File: src/core/mus_pkg.sv
// Constants, field layout and helper functions of the user stream block
package mus_pkg;
  localparam int DATA_W = 64;
  localparam int MASK_W = 8;
  localparam int E_WORD_LSB = 0;
  localparam int E_MASK_LSB = 64;
  localparam int E_EOF = 72;
  localparam int E_SOF = 73;
  localparam int E_GOOD = 74;
  localparam int ENTRY_W = 75;
  localparam int USER_CLK_MHZ = 100;
  localparam int RX_OUTBUF_DEPTH_BITS = 10;
  localparam logic [4:0] PHY_MGMT_DEVICE_ADDR = 5'h00;
  localparam logic [31:0] CRC_POLY = 32'hEDB8_8320;
  localparam logic [31:0] CRC_INIT = 32'hFFFF_FFFF;
  localparam logic [31:0] CRC_RESIDUE = 32'hDEBB_20E3;
  localparam logic [63:0] PREAMBLE_WORD = 64'hD555_5555_5555_55FB;
  localparam logic [14:0] MIN_FILL = 15'h003C;
  localparam logic [14:0] MIN_FRAME = 15'h0040;
  localparam logic [14:0] RX_PAYLOAD_LIMIT = 15'h05DC;
  localparam logic [14:0] HDR_FCS_BYTES = 15'h0012;

  typedef enum logic [2:0] {TX_IDLE, TX_BODY, TX_PAD, TX_TAIL} mus_tx_state_t;

  // Number of meaningful bytes in a contiguous mask
  function automatic logic [3:0] mus_byte_count(logic [7:0] m);
    logic [3:0] n;
    n = 4'h0;
    for (int i = 0; i < 8; i++) begin
      n = n + {3'b000, m[i]};
    end
    return n;
  endfunction

  // Contiguous mask of n low lanes, n from 0 to 8
  function automatic logic [7:0] mus_bytes_mask(logic [3:0] n);
    return 8'hFF >> (4'h8 - n);
  endfunction

  // Reflected CRC-32 over the n low bytes of a word, byte 0 first
  function automatic logic [31:0] mus_crc_step(logic [31:0] c, logic [63:0] d,
                                               logic [3:0] n);
    logic [31:0] r;
    r = c;
    for (int i = 0; i < 8; i++) begin
      if (i < int'(n)) begin
        for (int b = 0; b < 8; b++) begin
          r = (r[0] ^ d[8 * i + b]) ? ((r >> 1) ^ CRC_POLY) : (r >> 1);
        end
      end
    end
    return r;
  endfunction
endpackage

File: src/core/mus_stream_if.sv
// Valid/ready word carrier between the block's own modules
`timescale 1ns/1ps
interface mus_stream_if;
  import mus_pkg::*;
  logic [ENTRY_W-1:0] data;
  logic valid;
  logic ready;
  modport src (output data, output valid, input ready);
  modport snk (input data, input valid, output ready);
endinterface

File: src/core/mus_pair_buffer.sv
// Two-entry elastic buffer with valid/ready on both sides
`timescale 1ns/1ps
module mus_pair_buffer
  import mus_pkg::*;
(
  input wire logic core_clk,
  input wire logic rst_n,
  input wire logic clear,
  mus_stream_if.snk inPort,
  mus_stream_if.src outPort,
  output logic [1:0] count
);
  logic [ENTRY_W-1:0] mem [2];
  logic wrPtr;
  logic rdPtr;
  logic doWrite;
  logic doRead;

  assign inPort.ready = (count != 2'd2);
  assign outPort.valid = (count != 2'd0);
  assign outPort.data = mem[rdPtr];
  assign doWrite = inPort.valid && inPort.ready;
  assign doRead = outPort.valid && outPort.ready;

  always_ff @(posedge core_clk or negedge rst_n) begin
    if (!rst_n) begin
      wrPtr <= 1'b0;
      rdPtr <= 1'b0;
      count <= 2'd0;
    end else if (clear) begin
      wrPtr <= 1'b0;
      rdPtr <= 1'b0;
      count <= 2'd0;
    end else begin
      wrPtr <= wrPtr ^ doWrite;
      rdPtr <= rdPtr ^ doRead;
      count <= count + {1'b0, doWrite} - {1'b0, doRead};
    end
  end

  // Storage needs no reset; count guards every read
  always_ff @(posedge core_clk) begin
    if (doWrite) begin
      mem[wrPtr] <= inPort.data;
    end
  end
endmodule

File: src/core/mus_user_stream.sv
// User-side transmit and receive stream paths of the 10G MAC
`timescale 1ns/1ps
module mus_user_stream (
  input wire logic core_clk,
  input wire logic rst_n,
  input wire logic syncReset,
  input wire logic padEnable,
  input wire logic crcEnable,
  input wire logic [mus_pkg::DATA_W-1:0] txUserWord,
  input wire logic [mus_pkg::MASK_W-1:0] txByteMask,
  input wire logic txFirstWordPulse,
  input wire logic txLastWordPulse,
  output logic txAcceptReady,
  output logic [mus_pkg::DATA_W-1:0] rxUserWord,
  output logic [mus_pkg::MASK_W-1:0] rxByteMask,
  output logic rxFirstWordPulse,
  output logic rxLastWordPulse,
  output logic rxFrameGood,
  input wire logic rxSinkReady,
  output logic [mus_pkg::DATA_W-1:0] lineTxWord,
  output logic [mus_pkg::MASK_W-1:0] lineTxMask,
  output logic lineTxValid,
  output logic lineTxStart,
  output logic lineTxEnd,
  input wire logic [mus_pkg::DATA_W-1:0] lineRxWord,
  input wire logic [mus_pkg::MASK_W-1:0] lineRxMask,
  input wire logic lineRxValid,
  input wire logic lineRxStart,
  input wire logic lineRxEnd,
  output logic [4:0] phyMgmtDeviceAddr
);
  import mus_pkg::*;

  // ************************************************************
  // Elastic buffers
  // ************************************************************
  mus_stream_if txIn();
  mus_stream_if txOut();
  mus_stream_if rxIn();
  mus_stream_if rxOut();
  logic [1:0] txCount;
  logic [1:0] rxCount;

  mus_pair_buffer txBuf (
    .core_clk(core_clk),
    .rst_n(rst_n),
    .clear(syncReset),
    .inPort(txIn),
    .outPort(txOut),
    .count(txCount)
  );

  mus_pair_buffer rxBuf (
    .core_clk(core_clk),
    .rst_n(rst_n),
    .clear(syncReset),
    .inPort(rxIn),
    .outPort(rxOut),
    .count(rxCount)
  );

  // ************************************************************
  // Transmit intake
  // ************************************************************
  logic txPush;
  logic txPop;
  logic [2:0] txNextCount;

  // Mask 00 with no marker carries nothing and is not stored
  assign txPush = (|txByteMask) | txFirstWordPulse | txLastWordPulse;
  assign txIn.valid = txPush;
  assign txIn.data = {1'b0, txFirstWordPulse, txLastWordPulse, txByteMask, txUserWord};
  assign txOut.ready = txPop;
  assign txNextCount = {1'b0, txCount} + {2'b00, txIn.valid && txIn.ready}
                       - {2'b00, txPop && txOut.valid};

  // ************************************************************
  // Transmit framer
  // ************************************************************
  mus_tx_state_t txState;
  mus_tx_state_t next_txState;
  logic [14:0] txBytes;
  logic [14:0] next_txBytes;
  logic [31:0] txCrc;
  logic [31:0] next_txCrc;
  logic [31:0] txOver;
  logic [31:0] next_txOver;
  logic [7:0] txOverMask;
  logic [7:0] next_txOverMask;
  logic [63:0] next_lineTxWord;
  logic [7:0] next_lineTxMask;
  logic next_lineTxValid;
  logic next_lineTxStart;
  logic next_lineTxEnd;

  logic [63:0] hWord;
  logic [7:0] hMask;
  logic hEof;
  logic hSof;
  logic [3:0] hN;
  logic [14:0] padLeft;
  logic [3:0] padN;
  logic inPad;
  logic [3:0] curN;
  logic [7:0] curMask;
  logic [63:0] curRaw;
  logic [63:0] curWord;
  logic [14:0] curTotal;
  logic [31:0] curCrc;
  logic [95:0] merged;
  logic [3:0] mergedN;
  logic needPad;
  logic finishing;

  assign hWord = txOut.data[E_WORD_LSB +: DATA_W];
  assign hMask = txOut.data[E_MASK_LSB +: MASK_W];
  assign hEof = txOut.data[E_EOF];
  assign hSof = txOut.data[E_SOF];
  assign hN = mus_byte_count(hMask);
  assign padLeft = MIN_FILL - txBytes;
  assign padN = (padLeft >= 15'd8) ? 4'd8 : padLeft[3:0];
  assign inPad = (txState == TX_PAD);
  assign curN = inPad ? padN : hN;
  assign curMask = mus_bytes_mask(curN);
  assign curRaw = inPad ? 64'h0000_0000_0000_0000 : hWord;

  // Unused lanes are zeroed so the appended FCS can be OR-merged
  genvar gi;
  generate
    for (gi = 0; gi < 8; gi++) begin : laneZero
      assign curWord[8 * gi +: 8] = curRaw[8 * gi +: 8] & {8{curMask[gi]}};
    end
  endgenerate

  assign curTotal = txBytes + {11'h000, curN};
  assign curCrc = mus_crc_step(txCrc, curWord, curN);
  assign merged = {32'h0000_0000, curWord} | ({64'h0, ~curCrc} << {curN, 3'b000});
  assign mergedN = curN + 4'd4;
  assign needPad = padEnable && crcEnable && (curTotal < MIN_FILL);
  assign finishing = inPad ? (curTotal >= MIN_FILL) : (hEof && !needPad);

  always_comb begin
    next_txState = txState;
    next_txBytes = txBytes;
    next_txCrc = txCrc;
    next_txOver = txOver;
    next_txOverMask = txOverMask;
    next_lineTxWord = 64'h0000_0000_0000_0000;
    next_lineTxMask = 8'h00;
    next_lineTxValid = 1'b0;
    next_lineTxStart = 1'b0;
    next_lineTxEnd = 1'b0;
    txPop = 1'b0;
    case (txState)
      TX_IDLE: begin
        if (txOut.valid && hSof) begin
          // Preamble and start delimiter go out before the first word
          next_lineTxWord = PREAMBLE_WORD;
          next_lineTxMask = 8'hFF;
          next_lineTxValid = 1'b1;
          next_lineTxStart = 1'b1;
          next_txBytes = 15'h0000;
          next_txCrc = CRC_INIT;
          next_txState = TX_BODY;
        end else if (txOut.valid) begin
          // A word outside a frame has no home and is discarded
          txPop = 1'b1;
        end
      end
      TX_BODY, TX_PAD: begin
        if (inPad || txOut.valid) begin
          txPop = !inPad;
          next_txBytes = curTotal;
          next_txCrc = curCrc;
          next_lineTxValid = 1'b1;
          next_lineTxWord = curWord;
          next_lineTxMask = curMask;
          if (!inPad && hEof && needPad) begin
            next_txState = TX_PAD;
          end else if (finishing && crcEnable) begin
            next_lineTxWord = merged[63:0];
            next_lineTxMask = mus_bytes_mask((mergedN > 4'd8) ? 4'd8 : mergedN);
            next_txOver = merged[95:64];
            next_txOverMask = (mergedN > 4'd8) ? mus_bytes_mask(mergedN - 4'd8) : 8'h00;
            next_lineTxEnd = (mergedN <= 4'd8);
            next_txState = (mergedN > 4'd8) ? TX_TAIL : TX_IDLE;
          end else if (finishing) begin
            next_lineTxEnd = 1'b1;
            next_txState = TX_IDLE;
          end
        end
      end
      TX_TAIL: begin
        next_lineTxWord = {32'h0000_0000, txOver};
        next_lineTxMask = txOverMask;
        next_lineTxValid = 1'b1;
        next_lineTxEnd = 1'b1;
        next_txState = TX_IDLE;
      end
      default: begin
        next_txState = TX_IDLE;
      end
    endcase
  end

  always_ff @(posedge core_clk or negedge rst_n) begin
    if (!rst_n) begin
      txState <= TX_IDLE;
      txBytes <= 15'h0000;
      txCrc <= CRC_INIT;
      txOver <= 32'h0000_0000;
      txOverMask <= 8'h00;
    end else if (syncReset) begin
      txState <= TX_IDLE;
      txBytes <= 15'h0000;
      txCrc <= CRC_INIT;
      txOver <= 32'h0000_0000;
      txOverMask <= 8'h00;
    end else begin
      txState <= next_txState;
      txBytes <= next_txBytes;
      txCrc <= next_txCrc;
      txOver <= next_txOver;
      txOverMask <= next_txOverMask;
    end
  end

  always_ff @(posedge core_clk or negedge rst_n) begin
    if (!rst_n) begin
      lineTxWord <= 64'h0000_0000_0000_0000;
      lineTxMask <= 8'h00;
      lineTxValid <= 1'b0;
      lineTxStart <= 1'b0;
      lineTxEnd <= 1'b0;
      txAcceptReady <= 1'b0;
    end else if (syncReset) begin
      lineTxWord <= 64'h0000_0000_0000_0000;
      lineTxMask <= 8'h00;
      lineTxValid <= 1'b0;
      lineTxStart <= 1'b0;
      lineTxEnd <= 1'b0;
      txAcceptReady <= 1'b0;
    end else begin
      lineTxWord <= next_lineTxWord;
      lineTxMask <= next_lineTxMask;
      lineTxValid <= next_lineTxValid;
      lineTxStart <= next_lineTxStart;
      lineTxEnd <= next_lineTxEnd;
      // The word already allowed in still counts, so the next allowed one always fits
      txAcceptReady <= ((txNextCount + {2'b00, txAcceptReady}) < 3'd2);
    end
  end

  // ************************************************************
  // Receive checker
  // ************************************************************
  logic [14:0] rxBytes;
  logic [31:0] rxCrc;
  logic rxLong;
  logic rxLost;
  logic rxOwe;
  logic [3:0] rN;
  logic [14:0] rTotal;
  logic [31:0] rCrc;
  logic rLong;
  logic rGood;
  logic rPushFail;
  logic oweSlot;
  logic [7:0] rMaskOut;

  assign rN = mus_byte_count(lineRxMask);
  assign rTotal = (lineRxStart ? 15'h0000 : rxBytes) + {11'h000, rN};
  assign rCrc = mus_crc_step(lineRxStart ? CRC_INIT : rxCrc, lineRxWord, rN);
  assign rLong = (!lineRxStart && rxLong)
                 || (rTotal > RX_PAYLOAD_LIMIT + HDR_FCS_BYTES);
  assign rGood = (rCrc == CRC_RESIDUE) && (rTotal >= MIN_FRAME) && !rLong
                 && !(rxLost && !lineRxStart);
  assign rPushFail = lineRxValid && !rxIn.ready;
  assign oweSlot = rxOwe && !lineRxValid;
  // A bad frame ends on an empty word so the user can drop it
  assign rMaskOut = (lineRxEnd && !rGood) ? 8'h00 : lineRxMask;

  assign rxIn.valid = lineRxValid || oweSlot;
  assign rxIn.data = oweSlot ? {1'b0, 1'b0, 1'b1, 8'h00, 64'h0000_0000_0000_0000}
                     : {lineRxEnd && rGood, lineRxStart, lineRxEnd, rMaskOut, lineRxWord};
  assign rxOut.ready = rxSinkReady;

  always_ff @(posedge core_clk or negedge rst_n) begin
    if (!rst_n) begin
      rxBytes <= 15'h0000;
      rxCrc <= CRC_INIT;
      rxLong <= 1'b0;
      rxLost <= 1'b0;
      rxOwe <= 1'b0;
    end else if (syncReset) begin
      rxBytes <= 15'h0000;
      rxCrc <= CRC_INIT;
      rxLong <= 1'b0;
      rxLost <= 1'b0;
      rxOwe <= 1'b0;
    end else begin
      if (lineRxValid) begin
        rxBytes <= rTotal;
        rxCrc <= rCrc;
        rxLong <= rLong;
        rxLost <= (rxLost && !lineRxStart) || rPushFail;
      end
      // A lost end word is replaced later so every frame still ends
      rxOwe <= (rxOwe && !(oweSlot && rxIn.ready)) || (rPushFail && lineRxEnd);
    end
  end

  // ************************************************************
  // Receive user outputs
  // ************************************************************
  always_ff @(posedge core_clk or negedge rst_n) begin
    if (!rst_n) begin
      rxUserWord <= 64'h0000_0000_0000_0000;
      rxByteMask <= 8'h00;
      rxFirstWordPulse <= 1'b0;
      rxLastWordPulse <= 1'b0;
      rxFrameGood <= 1'b0;
    end else if (syncReset || !(rxSinkReady && rxOut.valid)) begin
      rxUserWord <= 64'h0000_0000_0000_0000;
      rxByteMask <= 8'h00;
      rxFirstWordPulse <= 1'b0;
      rxLastWordPulse <= 1'b0;
      rxFrameGood <= 1'b0;
    end else begin
      rxUserWord <= rxOut.data[E_WORD_LSB +: DATA_W];
      rxByteMask <= rxOut.data[E_MASK_LSB +: MASK_W];
      rxFirstWordPulse <= rxOut.data[E_SOF];
      rxLastWordPulse <= rxOut.data[E_EOF];
      rxFrameGood <= rxOut.data[E_GOOD];
    end
  end

  // ************************************************************
  // Management address
  // ************************************************************
  // No timers here; core_clk at USER_CLK_MHZ stays the only time base
  always_ff @(posedge core_clk or negedge rst_n) begin
    if (!rst_n) begin
      phyMgmtDeviceAddr <= 5'h00;
    end else begin
      phyMgmtDeviceAddr <= PHY_MGMT_DEVICE_ADDR;
    end
  end
endmodule

File: config.mk
export PLATFORM = sky130hd
export DESIGN_NAME = mus_user_stream
export DESIGN_NICKNAME = d
export VERILOG_FILES = /design/src/core/mus_pkg.sv /design/src/core/mus_stream_if.sv /design/src/core/mus_pair_buffer.sv /design/src/core/mus_user_stream.sv
export SDC_FILE = /design/constraint.sdc
export NUM_CORES = 2
export LEC_CHECK = 0
export CORE_UTILIZATION = 45
export CTS_CLUSTER_DIAMETER = 40
export CTS_CLUSTER_SIZE = 8
export DETAILED_ROUTE_END_ITERATION = 6
export DONT_BUFFER_PORTS = 1
export HOLD_SLACK_MARGIN = 0.03
export PLACE_DENSITY_LB_ADDON = 0.12
export SYNTH_ARGS = -nofsm -noshare
export SYNTH_HDL_FRONTEND = slang
export SYNTH_SLANG_ARGS = --single-unit
File: constraint.sdc
create_clock -name core_clk -period 21.4 [get_ports core_clk]
set_input_delay 4.28 -clock core_clk [delete_from_list [all_inputs] [get_ports core_clk]]
set_output_delay 4.28 -clock core_clk [all_outputs]
set_load 0.03 [all_outputs]
==> metrics.csv <==
stage;metric;value;unit
die;rows;121;
clock_tree;hold_buffers;0;
critical_path;max_stage_delay;900;ps
timing;fin_crit_sh;87.4;%
job;drv_cap;0;
critical_path;critPathKind;in -> reg;
clock_tree;cts_buffer_depth;3;
layout;design_area;54200;µm²
critical_path;reg2reg_depth;49;
place;gp_congestion;1.03;
timing;holdWs;474;ps
clock_tree;cts-root-buf;clkbuf_16;
clock_tree;post_cts_buffers;0;
timing;slew_headroom;24.9;%
layout;seqCellArea;16500;µm²
routing;wl_per_cell;27.0;µm
routing;viasPerCell;5.93;
grt;first_global_vias;37200;
routing;antenna_left;0;
place;place_area;51000;µm²
synth;yosys_warnings;0;
worst_hold_path;holdPathStages;2;
critical_path;crit_top_cell;xnor2_1;
timing;slew_violations;0;
routing;drt-pass1-iter-count;6;
die;die_height;334;µm
grt;antenna_found_initial;11;
timing;rsz0062_at_grt;no;
clock_tree;cts_tree;built;
layout;fillers;10200;
synth;synth.cell_area;49700;µm²
synth;synth.area.top_cells;edfxtp_1 (18%), dfrtp_1 (12%), xnor2_1 (11%), xnor3_1 (7.3%), mux2i_1 (6.0%);
grt;grt_pass1_wl;255000;µm
routing;drt_iter0_markers;3284;
clock_tree;cts_buffers;102;
grt;grtUsageTotal;30.8;%
synth;async_flop_share;50.0;%
die;initial_core_util;45.5;%
timing;worstMarginPinSlew;1090;ps
place;portBuffers;0;
critical_path;arrival;19250;ps
timing;fin_setup_tns;0;ps
timing;finalSetupViolations;0;
clock_tree;htree_levels;3;
layout;drive_gt1_share;10.2;%
clock_tree;clk_pin_slew;50;ps
critical_path;endpoint_kind;register;
critical_path;crit_path_start_kind;primary input;
timing;finalHoldViolations;0;
routing;remaining_drc_errors;0;
die;fp.dieW;334;µm
synth;synth_flop_cell;edfxtp_1;
status;status;finished clean;
synth;synth-edff-count;298;
place;place_hpwl;135000;µm
die;io_pins;311;
synth;synth_seq_area_share;33.2;%
layout;multiInputGateArea;31700;µm²
routing;drt-total-wl;176000;µm
timing;finClkSkew;32.7;ps
worst_hold_path;hold_class;reg -> reg;
clock_tree;clock_latency;710;ps
synth;synth_top_area_share;18.0;%
clock_tree;clock-sinks;596;
grt;grt_max_degree;299;
synth;syn_inst;5069;
timing;fmax;53.4;MHz
timing;min_period;18710;ps
layout;syn_to_final_growth;9.19;%
die;dieArea;112000;µm²
critical_path;slowest_stage;xnor2_1;
synth;synth_cell_type_count;131;
die;coreArea;109000;µm²
layout;fin_nets;5158;
grt;grt_overflow;0;
routing;num_vias;38700;
synth;yosysTopAreaCell;edfxtp_1;
critical_path;critPathMaxFanout;21;
synth;ys_ff_latch;596;
critical_path;r2r_setup_slack;3270;ps
critical_path;required;21940;ps
clock_tree;cts_resized;0;
synth;synthesis.area_per_instance;9.80;µm²
[path summary, 6_finish.rpt]
check                                   start          endpoint
worst max-delay path            lineRxMask[0]  rxBuf.mem[0][70]
worst max register to register    txBuf.rdPtr    lineTxWord[55]
worst min-delay path            txOverMask[3]     txOverMask[3]
max in group asynchronous               rst_n    lineTxWord[15]
worst min register to register  txOverMask[3]     txOverMask[3]
min in group asynchronous               rst_n    rxUserWord[23]
[registers in the layout, summed over array words and instances, names as in the netlist, 8 cells and up]
name        flops
txBytes        15
rxUserWord     64
txBuf.mem     148
rxByteMask      8
rxBytes        15
txCrc          32
rxBuf.mem     150
rxCrc          32
lineTxWord     64
txOverMask      8
lineTxMask      8
txOver         32
[placed cells by master (no fill, tap or decap), types with 23 or more instances in the layout]
| cell | count |
|---|---|
| a211oi_1 | 42 |
| a21o_1 | 46 |
| a21oi_1 | 282 |
| a221oi_1 | 27 |
| a31oi_1 | 31 |
| and2_1 | 44 |
| and3_1 | 40 |
| buf_4 | 79 |
| clkbuf_1 | 41 |
| clkbuf_16 | 104 |
| dfrtp_1 | 232 |
| dfstp_2 | 64 |
| edfxtp_1 | 298 |
| ha_1 | 34 |
| inv_1 | 86 |
| mux2_2 | 34 |
| mux2i_1 | 300 |
| nand2_1 | 379 |
| nand3_1 | 79 |
| nand4_1 | 27 |
| nor2_1 | 562 |
| nor2b_1 | 71 |
| nor3_1 | 94 |
| nor4_1 | 29 |
| o211ai_1 | 53 |
| o21ai_0 | 218 |
| o21ai_1 | 58 |
| o22a_1 | 23 |
| o22ai_1 | 33 |
| or3_1 | 32 |
| xnor2_1 | 603 |
| xnor3_1 | 160 |
| xor2_1 | 267 |
| xor3_1 | 30 |
[routing by layer]
metal,vias up,GRT usage (%),part of all wire [%]
met2,1463,54.0,50
met3,413,6.33,7.0
met5,-,0,0.059
met4,16,13.9,5.0
li1,17800,-,-
met1,18900,36.1,38
[cells in the mapped netlist, drive strengths merged (40+ instances only)]
cell type,n
and3,40
xnor2,630
dfrtp,234
dfstp,64
mux2i,311
nor2,571
nand2,385
edfxtp,298
a21o,46
nor3,100
and2,45
inv,87
a21oi,301
xnor3,166
a211oi,42
xor2,287
o21ai,284
clkbuf,196
o211ai,53
nand3,81
buf,107
nor2b,73
[metrics by stage]
step | utilization, % | setup slack [ps] | cells
after CTS | 49.7 | 2760 | 6514
after global placement | 46.7 | 2090 | 6325
after detailed placement | 46.7 | 2080 | 6325
final | 49.7 | 2690 | 6518
after floorplan | - | 3610 | 5073
after global routing | 49.7 | 1760 | 6514
[final cells by class]
class                   count  area share (%)
multi-input cells        4084            58.5
flip-flops and latches    596            30.4
clock buffers             154            5.31
well taps                1476            3.41
repair buffers             79            1.09
clock inverters            35           0.635
inverters                  90           0.623
diodes                      4          0.0185
[worst max-delay path: cells and delay by family]
| family | cells | cell delay, ps |
|---|---|---|
| buf+inv | 3 | 460 |
| simple gates | 6 | 2360 |
| mux | 1 | 360 |
| compound gates | 11 | 3240 |
| fa+ha+maj | 5 | 2510 |
| xor+xnor | 15 | 6020 |
[logic make-up after synthesis]
logic type | count (synthesis) | share of synthesized area, %
DFF | 596 | 33.2
adders and majority gates | 50 | 1.43
and+or+nand+nor | 1474 | 13.8
AOI/OAI and AO/OA | 1089 | 14.6
xor gates and xnor gates | 1117 | 26.4
buffers and inverters | 393 | 3.33
other | 1 | 0.00755
muxes | 349 | 7.31
Power is not shown: default switching activity piles up to over one toggle a cycle in this logic, so the estimate is an artifact.
